[src/rtl/gpd_pkg.sv]
//------------------------------------------------------------------------------
// Purpose: Shared constants for the gate pattern and two-speed capture block.
// Assumes: 200 MHz system clock, AXI4-Lite register access with 32-bit data.
// Notes:   Offsets are byte addresses, one aligned word per register.
//------------------------------------------------------------------------------
package gpd_pkg;

   // -------------------------------------------------------------------------
   // Timing
   // -------------------------------------------------------------------------
   localparam int CLK_PERIOD_NS = 5;
   localparam int TICK_PERIOD_NS = 1000;
   localparam int TICK_CYCLES = (TICK_PERIOD_NS + CLK_PERIOD_NS - 1) / CLK_PERIOD_NS;

   // -------------------------------------------------------------------------
   // Register map
   // -------------------------------------------------------------------------
   localparam logic [7:0] REG_CTRL = 8'h00;
   localparam logic [7:0] REG_GATE = 8'h04;
   localparam logic [7:0] REG_MASTER = 8'h08;
   localparam logic [7:0] REG_SLOW = 8'h0C;
   localparam logic [7:0] REG_DESC = 8'h10;
   localparam logic [7:0] REG_STATUS = 8'h14;
   localparam logic [7:0] REG_RATEMAP = 8'h18;
   localparam logic [7:0] REG_TS_LAST = 8'h1C;
   localparam logic [7:0] REG_TS_COUNT = 8'h20;

   // -------------------------------------------------------------------------
   // Field layout and values
   // -------------------------------------------------------------------------
   localparam int DESC_COUNT_W = 28;
   localparam int PAT_W = 4;
   localparam int GATE_LINES = 6;
   localparam logic [7:0] SLOW_DIV_MAX = 8'h80;
   localparam logic [7:0] SLOW_DIV_RST = 8'h04;
   localparam logic [7:0] SLOW_SHIFT_RST = 8'hFE;
   localparam logic [31:0] RATE_MARKER = 32'hE5E5_0000;
   localparam logic [1:0] RESP_OKAY = 2'b00;
   localparam logic [1:0] RESP_SLVERR = 2'b10;

   typedef enum logic [1:0] {MODE_IDLE, MODE_GATED, MODE_TWO_SPEED, MODE_MULTI} gpd_mode_type;

endpackage

[src/rtl/gpd_axil_port.sv]
//------------------------------------------------------------------------------
// Purpose: AXI4-Lite slave front end; turns bus transfers into strobes.
// Assumes: One write and one read outstanding at most.
// Notes:   Write address and data may arrive in either order.
//------------------------------------------------------------------------------
`timescale 1ns/1ps
module gpd_axil_port
   import gpd_pkg::*;
(
   // Clock and reset
   input wire logic clk,
   input wire logic resetn,
   // AXI4-Lite write channels
   input wire logic [7:0] awaddr,
   input wire logic awvalid,
   output logic awready,
   input wire logic [31:0] wdata,
   input wire logic [3:0] wstrb,
   input wire logic wvalid,
   output logic wready,
   output logic [1:0] bresp,
   output logic bvalid,
   input wire logic bready,
   // AXI4-Lite read channels
   input wire logic [7:0] araddr,
   input wire logic arvalid,
   output logic arready,
   output logic [1:0] rresp,
   output logic rvalid,
   input wire logic rready,
   // Register side
   output logic wrEn,
   output logic [7:0] wrAddr,
   output logic [31:0] wrData,
   output logic [3:0] wrStrb,
   input wire logic wrOk,
   output logic rdEn,
   output logic [7:0] rdAddr,
   input wire logic rdOk
);

   typedef struct packed {
      logic awFull;
      logic [7:0] aw;
      logic wFull;
      logic [31:0] wd;
      logic [3:0] ws;
      logic bv;
      logic [1:0] br;
      logic rv;
      logic [1:0] rr;
   } gpd_port_type;

   gpd_port_type s_r;
   gpd_port_type s_nxt;

   assign awready = !s_r.awFull;
   assign wready = !s_r.wFull;
   assign arready = !s_r.rv;
   assign bvalid = s_r.bv;
   assign bresp = s_r.br;
   assign rvalid = s_r.rv;
   assign rresp = s_r.rr;
   assign wrEn = s_r.awFull && s_r.wFull && !s_r.bv;
   assign wrAddr = s_r.aw;
   assign wrData = s_r.wd;
   assign wrStrb = s_r.ws;
   assign rdEn = arvalid && !s_r.rv;
   assign rdAddr = araddr;

   always_comb
   begin
      s_nxt = s_r;
      if (awvalid && !s_r.awFull)
      begin
         s_nxt.awFull = 1'b1;
         s_nxt.aw = awaddr;
      end
      if (wvalid && !s_r.wFull)
      begin
         s_nxt.wFull = 1'b1;
         s_nxt.wd = wdata;
         s_nxt.ws = wstrb;
      end
      if (wrEn)
      begin
         s_nxt.bv = 1'b1;
         s_nxt.br = wrOk ? RESP_OKAY : RESP_SLVERR;
      end
      if (s_r.bv && bready)
      begin
         s_nxt.bv = 1'b0;
         s_nxt.awFull = 1'b0;
         s_nxt.wFull = 1'b0;
      end
      if (rdEn)
      begin
         s_nxt.rv = 1'b1;
         s_nxt.rr = rdOk ? RESP_OKAY : RESP_SLVERR;
      end
      else if (s_r.rv && rready)
      begin
         s_nxt.rv = 1'b0;
      end
   end

   always_ff @(posedge clk or negedge resetn)
   begin
      if (!resetn)
      begin
         s_r <= '0;
      end
      else
      begin
         s_r <= s_nxt;
      end
   end

endmodule

[src/rtl/gpd_top.sv]
//------------------------------------------------------------------------------
// Purpose: Gate pulse pattern generator, gated and two-speed capture control,
//          and nanosecond timebase for gated captures.
// Assumes: Sample strobes are synchronous to clk and come no faster than one
//          every other cycle in two-speed mode.
// Notes:   Registers are reached over AXI4-Lite through gpd_axil_port.
//------------------------------------------------------------------------------
`timescale 1ns/1ps

// Functional notes
// - Gated mode keeps samples only while gate active.
// - One 32-bit nanosecond timestamp per gated sample.
// - Timestamp spans about four seconds, no wider.
// - Timebase is a separate record after shot; here one stamp leaves beside each gated sample, in the same cycle.
// - Generator drives a four-bit pattern from descriptors.
// - Descriptor state reached after its tick count.
// - Descriptor tick count is 28 bits.
// - Ticks come from the internal tick clock.
// - Microsecond tick lets one descriptor last 268 s.
// - Descriptors stream in order without length limit.
// - Pattern bits map to lines four to seven.
// - Master selection picks driven lines; none disables.
// - Selected lines start at a programmable level.
// - Two-speed: fast while gate active, slow otherwise.
// - Slow rate decimates sample clock, divisor to 128.
// - Slow path applies a signed scaling shift.
// - Marker word inserted at every rate change.
// - Gate from input lines zero-five, selectable polarity.
// - Capture path sustains 128 MB/s aggregate.
// - Multi-rate allowed only with 32 MHz base clock.
// - Multi-rate output stays raw and interleaved.
module gpd_top
   import gpd_pkg::*;
#(
   parameter int SAMPLE_W = 16,
   parameter int TICK_DIV = TICK_CYCLES
)
(
   // Clock and reset
   input wire logic clk,
   input wire logic resetn,
   // AXI4-Lite register bus
   input wire logic [7:0] awaddr,
   input wire logic awvalid,
   output logic awready,
   input wire logic [31:0] wdata,
   input wire logic [3:0] wstrb,
   input wire logic wvalid,
   output logic wready,
   output logic [1:0] bresp,
   output logic bvalid,
   input wire logic bready,
   input wire logic [7:0] araddr,
   input wire logic arvalid,
   output logic arready,
   output logic [31:0] rdata,
   output logic [1:0] rresp,
   output logic rvalid,
   input wire logic rready,
   // Digital input lines and pattern outputs (bit 0 is line four)
   input wire logic [GATE_LINES-1:0] digitalInputLine,
   output logic [PAT_W-1:0] patternOut,
   output logic [PAT_W-1:0] patternEnN,
   // Raw sample stream in
   input wire logic sampleValid,
   input wire logic [SAMPLE_W-1:0] sampleData,
   // Capture stream out
   output logic capValid,
   output logic [31:0] capData,
   output logic capMarker,
   // Timebase record out
   output logic tbValid,
   output logic [31:0] tbData
);

   // -------------------------------------------------------------------------
   // State
   // -------------------------------------------------------------------------
   typedef struct packed {
      gpd_mode_type mode;
      logic run;
      logic base32;
      logic [2:0] gateSel;
      logic gateLow;
      logic [PAT_W-1:0] masSel;
      logic [PAT_W-1:0] masInit;
      logic [7:0] divisor;
      logic [7:0] shift;
      logic [31:0] rateMap;
      logic descFull;
      logic [PAT_W-1:0] descState;
      logic [DESC_COUNT_W-1:0] descCount;
      logic active;
      logic [PAT_W-1:0] target;
      logic [DESC_COUNT_W-1:0] tickCnt;
      logic [PAT_W-1:0] pattern;
      logic [15:0] tickDiv;
      logic tick;
      logic fast;
      logic [7:0] decimCnt;
      logic pendValid;
      logic [SAMPLE_W-1:0] pendData;
      logic [31:0] nsCnt;
      logic [31:0] tsLast;
      logic [31:0] tsCount;
      logic capValid;
      logic [31:0] capData;
      logic capMarker;
      logic tbValid;
      logic [31:0] tbData;
      logic [31:0] rdData;
   } gpd_state_type;

   gpd_state_type s_r;
   gpd_state_type s_nxt;

   logic wrEn;
   logic [7:0] wrAddr;
   logic [31:0] wrData;
   logic [3:0] wrStrb;
   logic wrOk;
   logic rdEn;
   logic [7:0] rdAddr;
   logic rdOk;
   logic gateActive;

   // -------------------------------------------------------------------------
   // Bus front end
   // -------------------------------------------------------------------------
   gpd_axil_port u_port (
      .clk(clk),
      .resetn(resetn),
      .awaddr(awaddr),
      .awvalid(awvalid),
      .awready(awready),
      .wdata(wdata),
      .wstrb(wstrb),
      .wvalid(wvalid),
      .wready(wready),
      .bresp(bresp),
      .bvalid(bvalid),
      .bready(bready),
      .araddr(araddr),
      .arvalid(arvalid),
      .arready(arready),
      .rresp(rresp),
      .rvalid(rvalid),
      .rready(rready),
      .wrEn(wrEn),
      .wrAddr(wrAddr),
      .wrData(wrData),
      .wrStrb(wrStrb),
      .wrOk(wrOk),
      .rdEn(rdEn),
      .rdAddr(rdAddr),
      .rdOk(rdOk)
   );

   assign wrOk = (wrAddr == REG_CTRL) || (wrAddr == REG_GATE) || (wrAddr == REG_MASTER) ||
      (wrAddr == REG_SLOW) || (wrAddr == REG_DESC) || (wrAddr == REG_RATEMAP);
   assign rdOk = (rdAddr <= REG_TS_COUNT) && (rdAddr[1:0] == 2'b00);

   // -------------------------------------------------------------------------
   // Outputs
   // -------------------------------------------------------------------------
   assign rdata = s_r.rdData;
   assign patternOut = s_r.pattern & s_r.masSel;
   assign patternEnN = ~s_r.masSel;
   assign capValid = s_r.capValid;
   assign capData = s_r.capData;
   assign capMarker = s_r.capMarker;
   assign tbValid = s_r.tbValid;
   assign tbData = s_r.tbData;

   // Lines above five never count as an active gate.
   assign gateActive = (s_r.gateSel < 3'(GATE_LINES)) &&
      (digitalInputLine[s_r.gateSel] ^ s_r.gateLow);

   // -------------------------------------------------------------------------
   // Next state
   // -------------------------------------------------------------------------
   always_comb
   begin
      logic sv;
      logic [SAMPLE_W-1:0] sd;
      logic signed [31:0] ext;
      logic signed [7:0] sh;
      logic [7:0] shAbs;
      logic gatedMode;
      sv = 1'b0;
      sd = '0;
      ext = '0;
      sh = '0;
      shAbs = '0;
      gatedMode = 1'b0;
      s_nxt = s_r;
      s_nxt.capValid = 1'b0;
      s_nxt.capMarker = 1'b0;
      s_nxt.tbValid = 1'b0;

      // Register writes.
      if (wrEn && wrStrb[0])
      begin
         case (wrAddr)
            REG_CTRL:
            begin
               s_nxt.mode = gpd_mode_type'(wrData[1:0]);
               s_nxt.run = wrData[2];
               s_nxt.base32 = wrData[3];
            end
            REG_GATE:
            begin
               s_nxt.gateSel = wrData[2:0];
               s_nxt.gateLow = wrData[3];
            end
            REG_MASTER:
            begin
               s_nxt.masSel = wrData[3:0];
               s_nxt.masInit = wrData[7:4];
            end
            REG_SLOW:
            begin
               // Divisor is clamped so a zero write cannot stall the slow path.
               if (wrData[7:0] == 8'h00)
               begin
                  s_nxt.divisor = 8'h01;
               end
               else if (wrData[7:0] > SLOW_DIV_MAX)
               begin
                  s_nxt.divisor = SLOW_DIV_MAX;
               end
               else
               begin
                  s_nxt.divisor = wrData[7:0];
               end
               s_nxt.shift = wrData[15:8];
            end
            default:
            begin
            end
         endcase
      end
      if (wrEn && (wrAddr == REG_RATEMAP))
      begin
         s_nxt.rateMap = wrData;
      end
      // A descriptor written while the slot is full is refused; software
      // polls the slot flag so the stream itself has no length limit.
      if (wrEn && (wrAddr == REG_DESC) && !s_r.descFull)
      begin
         s_nxt.descFull = 1'b1;
         s_nxt.descState = wrData[31:28];
         s_nxt.descCount = wrData[27:0];
      end

      // Internal tick clock divider.
      s_nxt.tick = 1'b0;
      if (s_r.tickDiv >= 16'(TICK_DIV - 1))
      begin
         s_nxt.tickDiv = '0;
         s_nxt.tick = 1'b1;
      end
      else
      begin
         s_nxt.tickDiv = s_r.tickDiv + 16'h0001;
      end

      // Pattern generator.
      if (!s_r.run)
      begin
         s_nxt.active = 1'b0;
         s_nxt.tickCnt = '0;
         s_nxt.pattern = s_r.masInit;
      end
      else if (s_r.active)
      begin
         if (s_r.tick)
         begin
            // 28-bit count of 1 us ticks reaches about 268 s.
            if (s_r.tickCnt <= 28'h0000001)
            begin
               s_nxt.pattern = s_r.target;
               s_nxt.active = 1'b0;
            end
            else
            begin
               s_nxt.tickCnt = s_r.tickCnt - 28'h0000001;
            end
         end
      end
      else if (s_r.descFull && !(wrEn && (wrAddr == REG_DESC)))
      begin
         s_nxt.descFull = 1'b0;
         s_nxt.active = 1'b1;
         s_nxt.target = s_r.descState;
         s_nxt.tickCnt = s_r.descCount;
      end
      // With no descriptor pending the pattern register simply keeps its
      // value.

      // Nanosecond timebase, cleared while idle so each shot starts at zero.
      // It wraps after about 4.29 s.
      if (s_r.mode == MODE_IDLE)
      begin
         s_nxt.nsCnt = '0;
      end
      else
      begin
         s_nxt.nsCnt = s_r.nsCnt + 32'(CLK_PERIOD_NS);
      end

      // Capture paths; the output takes one word per clock, far above the
      // 128 MB/s aggregate.
      ext = 32'(signed'(sampleData));
      case (s_r.mode)
         MODE_GATED:
         begin
            gatedMode = 1'b1;
            if (sampleValid && gateActive)
            begin
               s_nxt.capValid = 1'b1;
               s_nxt.capData = ext;
               s_nxt.tbValid = 1'b1;
               s_nxt.tbData = s_r.nsCnt;
               s_nxt.tsLast = s_r.nsCnt;
               s_nxt.tsCount = s_r.tsCount + 32'h0000_0001;
            end
         end
         MODE_TWO_SPEED:
         begin
            sv = s_r.pendValid || sampleValid;
            sd = s_r.pendValid ? s_r.pendData : sampleData;
            s_nxt.pendValid = s_r.pendValid && sampleValid;
            s_nxt.pendData = sampleData;
            ext = 32'(signed'(sd));
            s_nxt.fast = gateActive;
            if (gateActive != s_r.fast)
            begin
               // Marker takes the slot; a sample this cycle waits one cycle.
               s_nxt.capValid = 1'b1;
               s_nxt.capMarker = 1'b1;
               s_nxt.capData = RATE_MARKER | 32'(gateActive);
               s_nxt.decimCnt = '0;
               s_nxt.pendValid = sv;
               s_nxt.pendData = sd;
            end
            else if (sv && s_r.fast)
            begin
               s_nxt.capValid = 1'b1;
               s_nxt.capData = ext;
            end
            else if (sv)
            begin
               if (s_r.decimCnt == 8'h00)
               begin
                  sh = signed'(s_r.shift);
                  shAbs = 8'(-sh);
                  s_nxt.capValid = 1'b1;
                  s_nxt.capData = sh[7] ? 32'(ext <<< shAbs) : 32'(ext >>> s_r.shift);
                  s_nxt.decimCnt = s_r.divisor - 8'h01;
               end
               else
               begin
                  s_nxt.decimCnt = s_r.decimCnt - 8'h01;
               end
            end
         end
         MODE_MULTI:
         begin
            // Words leave in arrival order; demultiplexing is left to the host.
            if (sampleValid && s_r.base32)
            begin
               s_nxt.capValid = 1'b1;
               s_nxt.capData = ext;
            end
         end
         default:
         begin
            s_nxt.fast = 1'b0;
            s_nxt.pendValid = 1'b0;
         end
      endcase
      if (!gatedMode && (s_r.mode != MODE_IDLE))
      begin
         s_nxt.tbValid = 1'b0;
      end
      if (wrEn && (wrAddr == REG_CTRL) && (wrData[1:0] == 2'(MODE_GATED)) &&
         (s_r.mode != MODE_GATED))
      begin
         s_nxt.tsCount = '0;
      end

      // Register reads.
      if (rdEn)
      begin
         case (rdAddr)
            REG_CTRL:
               s_nxt.rdData = {28'h0, s_r.base32, s_r.run, 2'(s_r.mode)};
            REG_GATE:
               s_nxt.rdData = {28'h0, s_r.gateLow, s_r.gateSel};
            REG_MASTER:
               s_nxt.rdData = {24'h0, s_r.masInit, s_r.masSel};
            REG_SLOW:
               s_nxt.rdData = {16'h0, s_r.shift, s_r.divisor};
            REG_STATUS:
               s_nxt.rdData = {24'h0, s_r.pattern, s_r.fast, gateActive, s_r.active,
                  s_r.descFull};
            REG_RATEMAP:
               s_nxt.rdData = s_r.rateMap;
            REG_TS_LAST:
               s_nxt.rdData = s_r.tsLast;
            REG_TS_COUNT:
               s_nxt.rdData = s_r.tsCount;
            default:
               s_nxt.rdData = 32'h0000_0000;
         endcase
      end
   end

   // -------------------------------------------------------------------------
   // State register
   // -------------------------------------------------------------------------
   always_ff @(posedge clk or negedge resetn)
   begin
      if (!resetn)
      begin
         s_r <= '0;
         s_r.divisor <= SLOW_DIV_RST;
         s_r.shift <= SLOW_SHIFT_RST;
      end
      else
      begin
         s_r <= s_nxt;
      end
   end

endmodule

[config.mk]
export PLATFORM = sky130hd
export DESIGN_NAME = gpd_top
export DESIGN_NICKNAME = d
export VERILOG_FILES = /design/src/rtl/gpd_pkg.sv /design/src/rtl/gpd_axil_port.sv /design/src/rtl/gpd_top.sv
export SDC_FILE = /design/constraint.sdc
export NUM_CORES = 1
export LEC_CHECK = 0
export BUFFER_PORTS_ARGS = -buffer_cell sky130_fd_sc_hd__clkbuf_2
export CELL_PAD_IN_SITES_DETAIL_PLACEMENT = 0
export CELL_PAD_IN_SITES_GLOBAL_PLACEMENT = 1
export CORE_MARGIN = 8
export CORE_UTILIZATION = 44
export CTS_CLUSTER_DIAMETER = 30
export DETAILED_ROUTE_END_ITERATION = 10
export PLACE_DENSITY = 0.84
export SLEW_MARGIN = 5
export SYNTH_ARGS = -nofsm -noshare
export SYNTH_HDL_FRONTEND = slang
export SYNTH_HIERARCHICAL = 1
export SYNTH_SLANG_ARGS = --single-unit
[constraint.sdc]
create_clock -name clk -period 7.02 [get_ports clk]
set_clock_uncertainty 0.2 [all_clocks]
set_input_delay 0.351 -clock clk [delete_from_list [all_inputs] [get_ports clk]]
set_output_delay 0.351 -clock clk [all_outputs]
set_load 0.03 [all_outputs]
==> run_results.csv <==
group,metric,value,unit
run_status,run_status,"completed",
clock_tree,clkLatencyLatePin,0.64,ns
clock_tree,cts_tree,"done",
min_path,min_from,"araddr[0]",
worst_setup_path,ff2ff_setup_slack,2.64,ns
layout,syn2layout_area_growth,20.2,%
clock_tree,root_buffer,"clkbuf_16",
worst_setup_path,critPathTopFamily,"simple AND/OR/NAND/NOR gates",
worst_setup_path,r2r-end,"capData[3]",
placed_design,io_buffer_count,192,
route,drtPass1Iterations,8,
floorplan,ios,198,
clock_tree,cts-htree-levels,3,
floorplan,die_h,238,um
timing,fin_crit,4.38,ns
clock_tree,numCtsBuffers,93,
synth,yosysWarningCount,6,
clock_tree,cts_sinks,387,
global_route,antenna_found_initial,2,
route,ant_nets,0,
timing,timing.hold.ws,0.0236,ns
worst_setup_path,r2r_cells,9,
worst_setup_path,worst-path-buf-inv,1,
layout,multiInputGateArea,10300,um^2
global_route,grt_max_degree,193,
global_route,grt_pass1_wl,106000,um
min_path,hold_end,"u_port/rresp[1]",
worst_setup_path,crit_path_end_kind,"flip-flop",
power,pwr-share-clk,0.427,
timing,fin_crit_sh,0.625,
power,vdd_drop_max,0.231,mV
clock_tree,cts_hold_buf,62,
layout,drive_gt1_frac,0.267,
placed_design,hpwl,47400,um
power,p_leak,11.7,nW
global_route,gr-usage-all-layers,0.236,
timing,rsz0062_at_grt,"false",
timing,fmax,228,MHz
route,vias_per_cell,5.92,
synth,netlist_area,21700,um^2
floorplan,fp.dieW,238,um
floorplan,start_util,0.445,
route,remaining_drc_errors,0,
timing,worst_pin_slew,1.23,ns
worst_setup_path,crit_slowest_cell,"a2111oi_0",
timing,setup_viol,0,
timing,setup_ws,2.64,ns
clock_tree,postCtsSetupRepairBufs,0,
clock_tree,cts.repair.resized,0,
layout,final_nets,2387,
route,vias,18000,
route,wl,68300,um
layout,n_antenna_cell,0,
run,maxCapViolCount,0,
power,seqPwrFrac,0.317,
layout,fill_cells,4331,
clock_tree,clockBufferDepth,3,
route,drt_iter0_markers,1955,
worst_setup_path,arrival,4.72,ns
worst_setup_path,critPathKind,"flip-flop to flip-flop",
worst_setup_path,crit_path_max_incr_delay,0.74,ns
min_path,hold_depth,4,
floorplan,rows,81,
worst_setup_path,start_kind,"flip-flop",
floorplan,die-area,56800,um^2
worst_setup_path,crit_chain,"inv_1 > ha_1 > nor3b_1 > xnor2_1 > nor2_1 > and3_1 > a21oi_1 > a2111oi_0 > a221o_1",
timing,drv_slew,0,
power,power.internal,0.00674,W
worst_setup_path,r2r-start,"s_r[341]",
power,p_switching,0.00369,W
timing,finalHoldViolCount,0,
global_route,gr-total-overflow,0,
timing,slew_headroom,0.180,
power,p_sw_frac,0.353,
floorplan,core,48800,um^2
clock_tree,path_clk_slew,0.04,ns
placed_design,dpl_worst_slack,2.75,ns
synth,synthCells,2181,
worst_setup_path,crit_required,7.35,ns
power,p_total,0.0104,W
global_route,grt_pass1_vias,17700,
layout,seq_area,9700,um^2
power,combinationalPowerShare,0.256,
min_path,hp-class,"input port to flip-flop",
timing,fin_tns_setup,0,ns
worst_setup_path,crit_fanout,19,
synth,synth.avg_cell_area,9.97,um^2
route,wl_per_cell,22.5,um
power,power_density,399,nW/um^2
placed_design,gp_congestion,0.949,
## routing by layer
metal	routed length [um]	part of all wire	vias to the layer above	track usage
li1	-	-	8034	-
met1	28200	0.41	8954	0.305
met2	32100	0.47	850	0.377
met3	4970	0.073	169	0.0535
met4	2990	0.044	4	0.106
met5	27	0.00040	-	0
## cell usage in the layout (no fill, tap or decap), types with 34 or more instances in the layout
cell             n
dfrtp_1        378
nand2_1        204
clkbuf_2       191
nor2_1         189
mux2_2         143
a21oi_1        115
o21ai_0        113
clkbuf_16       94
mux2i_1         67
dlygate4sd3_1   62
nand3_1         48
a31oi_1         48
inv_1           41
nor3_1          36
xor2_1          34
## how the worst max path moves through the flow
stage / from / to / cells past startpoint
4_1_cts: s_r[365] / s_r[115] / 8
2_1_floorplan: s_r[340] / capData[20] / 12
3_3_place_gp: s_r[341] / capData[3] / 9
5_1_grt: s_r[365] / s_r[101] / 8
6_report: s_r[341] / capData[3] / 9
3_5_place_dp: s_r[365] / s_r[115] / 8
## registers in the layout, indices dropped and copies added, names as in the netlist
register / cells
u_port/bvalid: 1
tbValid: 1
u_port/s_r: 2
tbData: 32
u_port/rvalid: 1
capMarker: 1
u_port/rresp: 1
u_port/wrAddr: 8
u_port/bresp: 1
rdata: 32
s_r: 241
u_port/wrStrb: 1
u_port/wrData: 32
capValid: 1
capData: 32
## stage by stage
stage | utilization | cell area [um^2] | instances
global route | 0.535 | 26100 | 3040
CTS | 0.535 | 26100 | 3040
finish | 0.535 | 26100 | 3040
floorplan | - | 21800 | 2189
detailed placement | 0.454 | 22200 | 2805
global placement | 0.454 | 22200 | 2805
## layout make-up
type / instances / area share
multi-input cells: 1490 / 0.393
flip-flops and latches: 387 / 0.371
clock buffers: 112 / 0.0964
repair buffers: 283 / 0.0702
well taps: 664 / 0.0318
clock inverters: 61 / 0.0309
inverters: 43 / 0.00618
## worst register-to-register path: cells and delay by family, from the launching register on
family,cells,cell delay (ns)
AO/OA/AOI/OAI,3,1.07
XOR/XNOR,1,0.40
adder cells (fa/ha/maj),1,0.48
buffers and inverters,1,0.40
flip-flops,1,0.47
AND/OR/NAND/NOR,3,1.30
## power groups by stage
stage / sequential, W / clock, W / combinational, W
3_5_place_dp: 0.00331 / 0 / 0.00260
6_report: 0.00331 / 0.00445 / 0.00267
3_3_place_gp: 0.00329 / 0 / 0.00257
5_1_grt: 0.00335 / 0.00463 / 0.00287
4_1_cts: 0.00329 / 0.00451 / 0.00265
2_1_floorplan: 0.00298 / 0 / 0.00231
No activity file was read; power rests on OpenSTA's default activity.
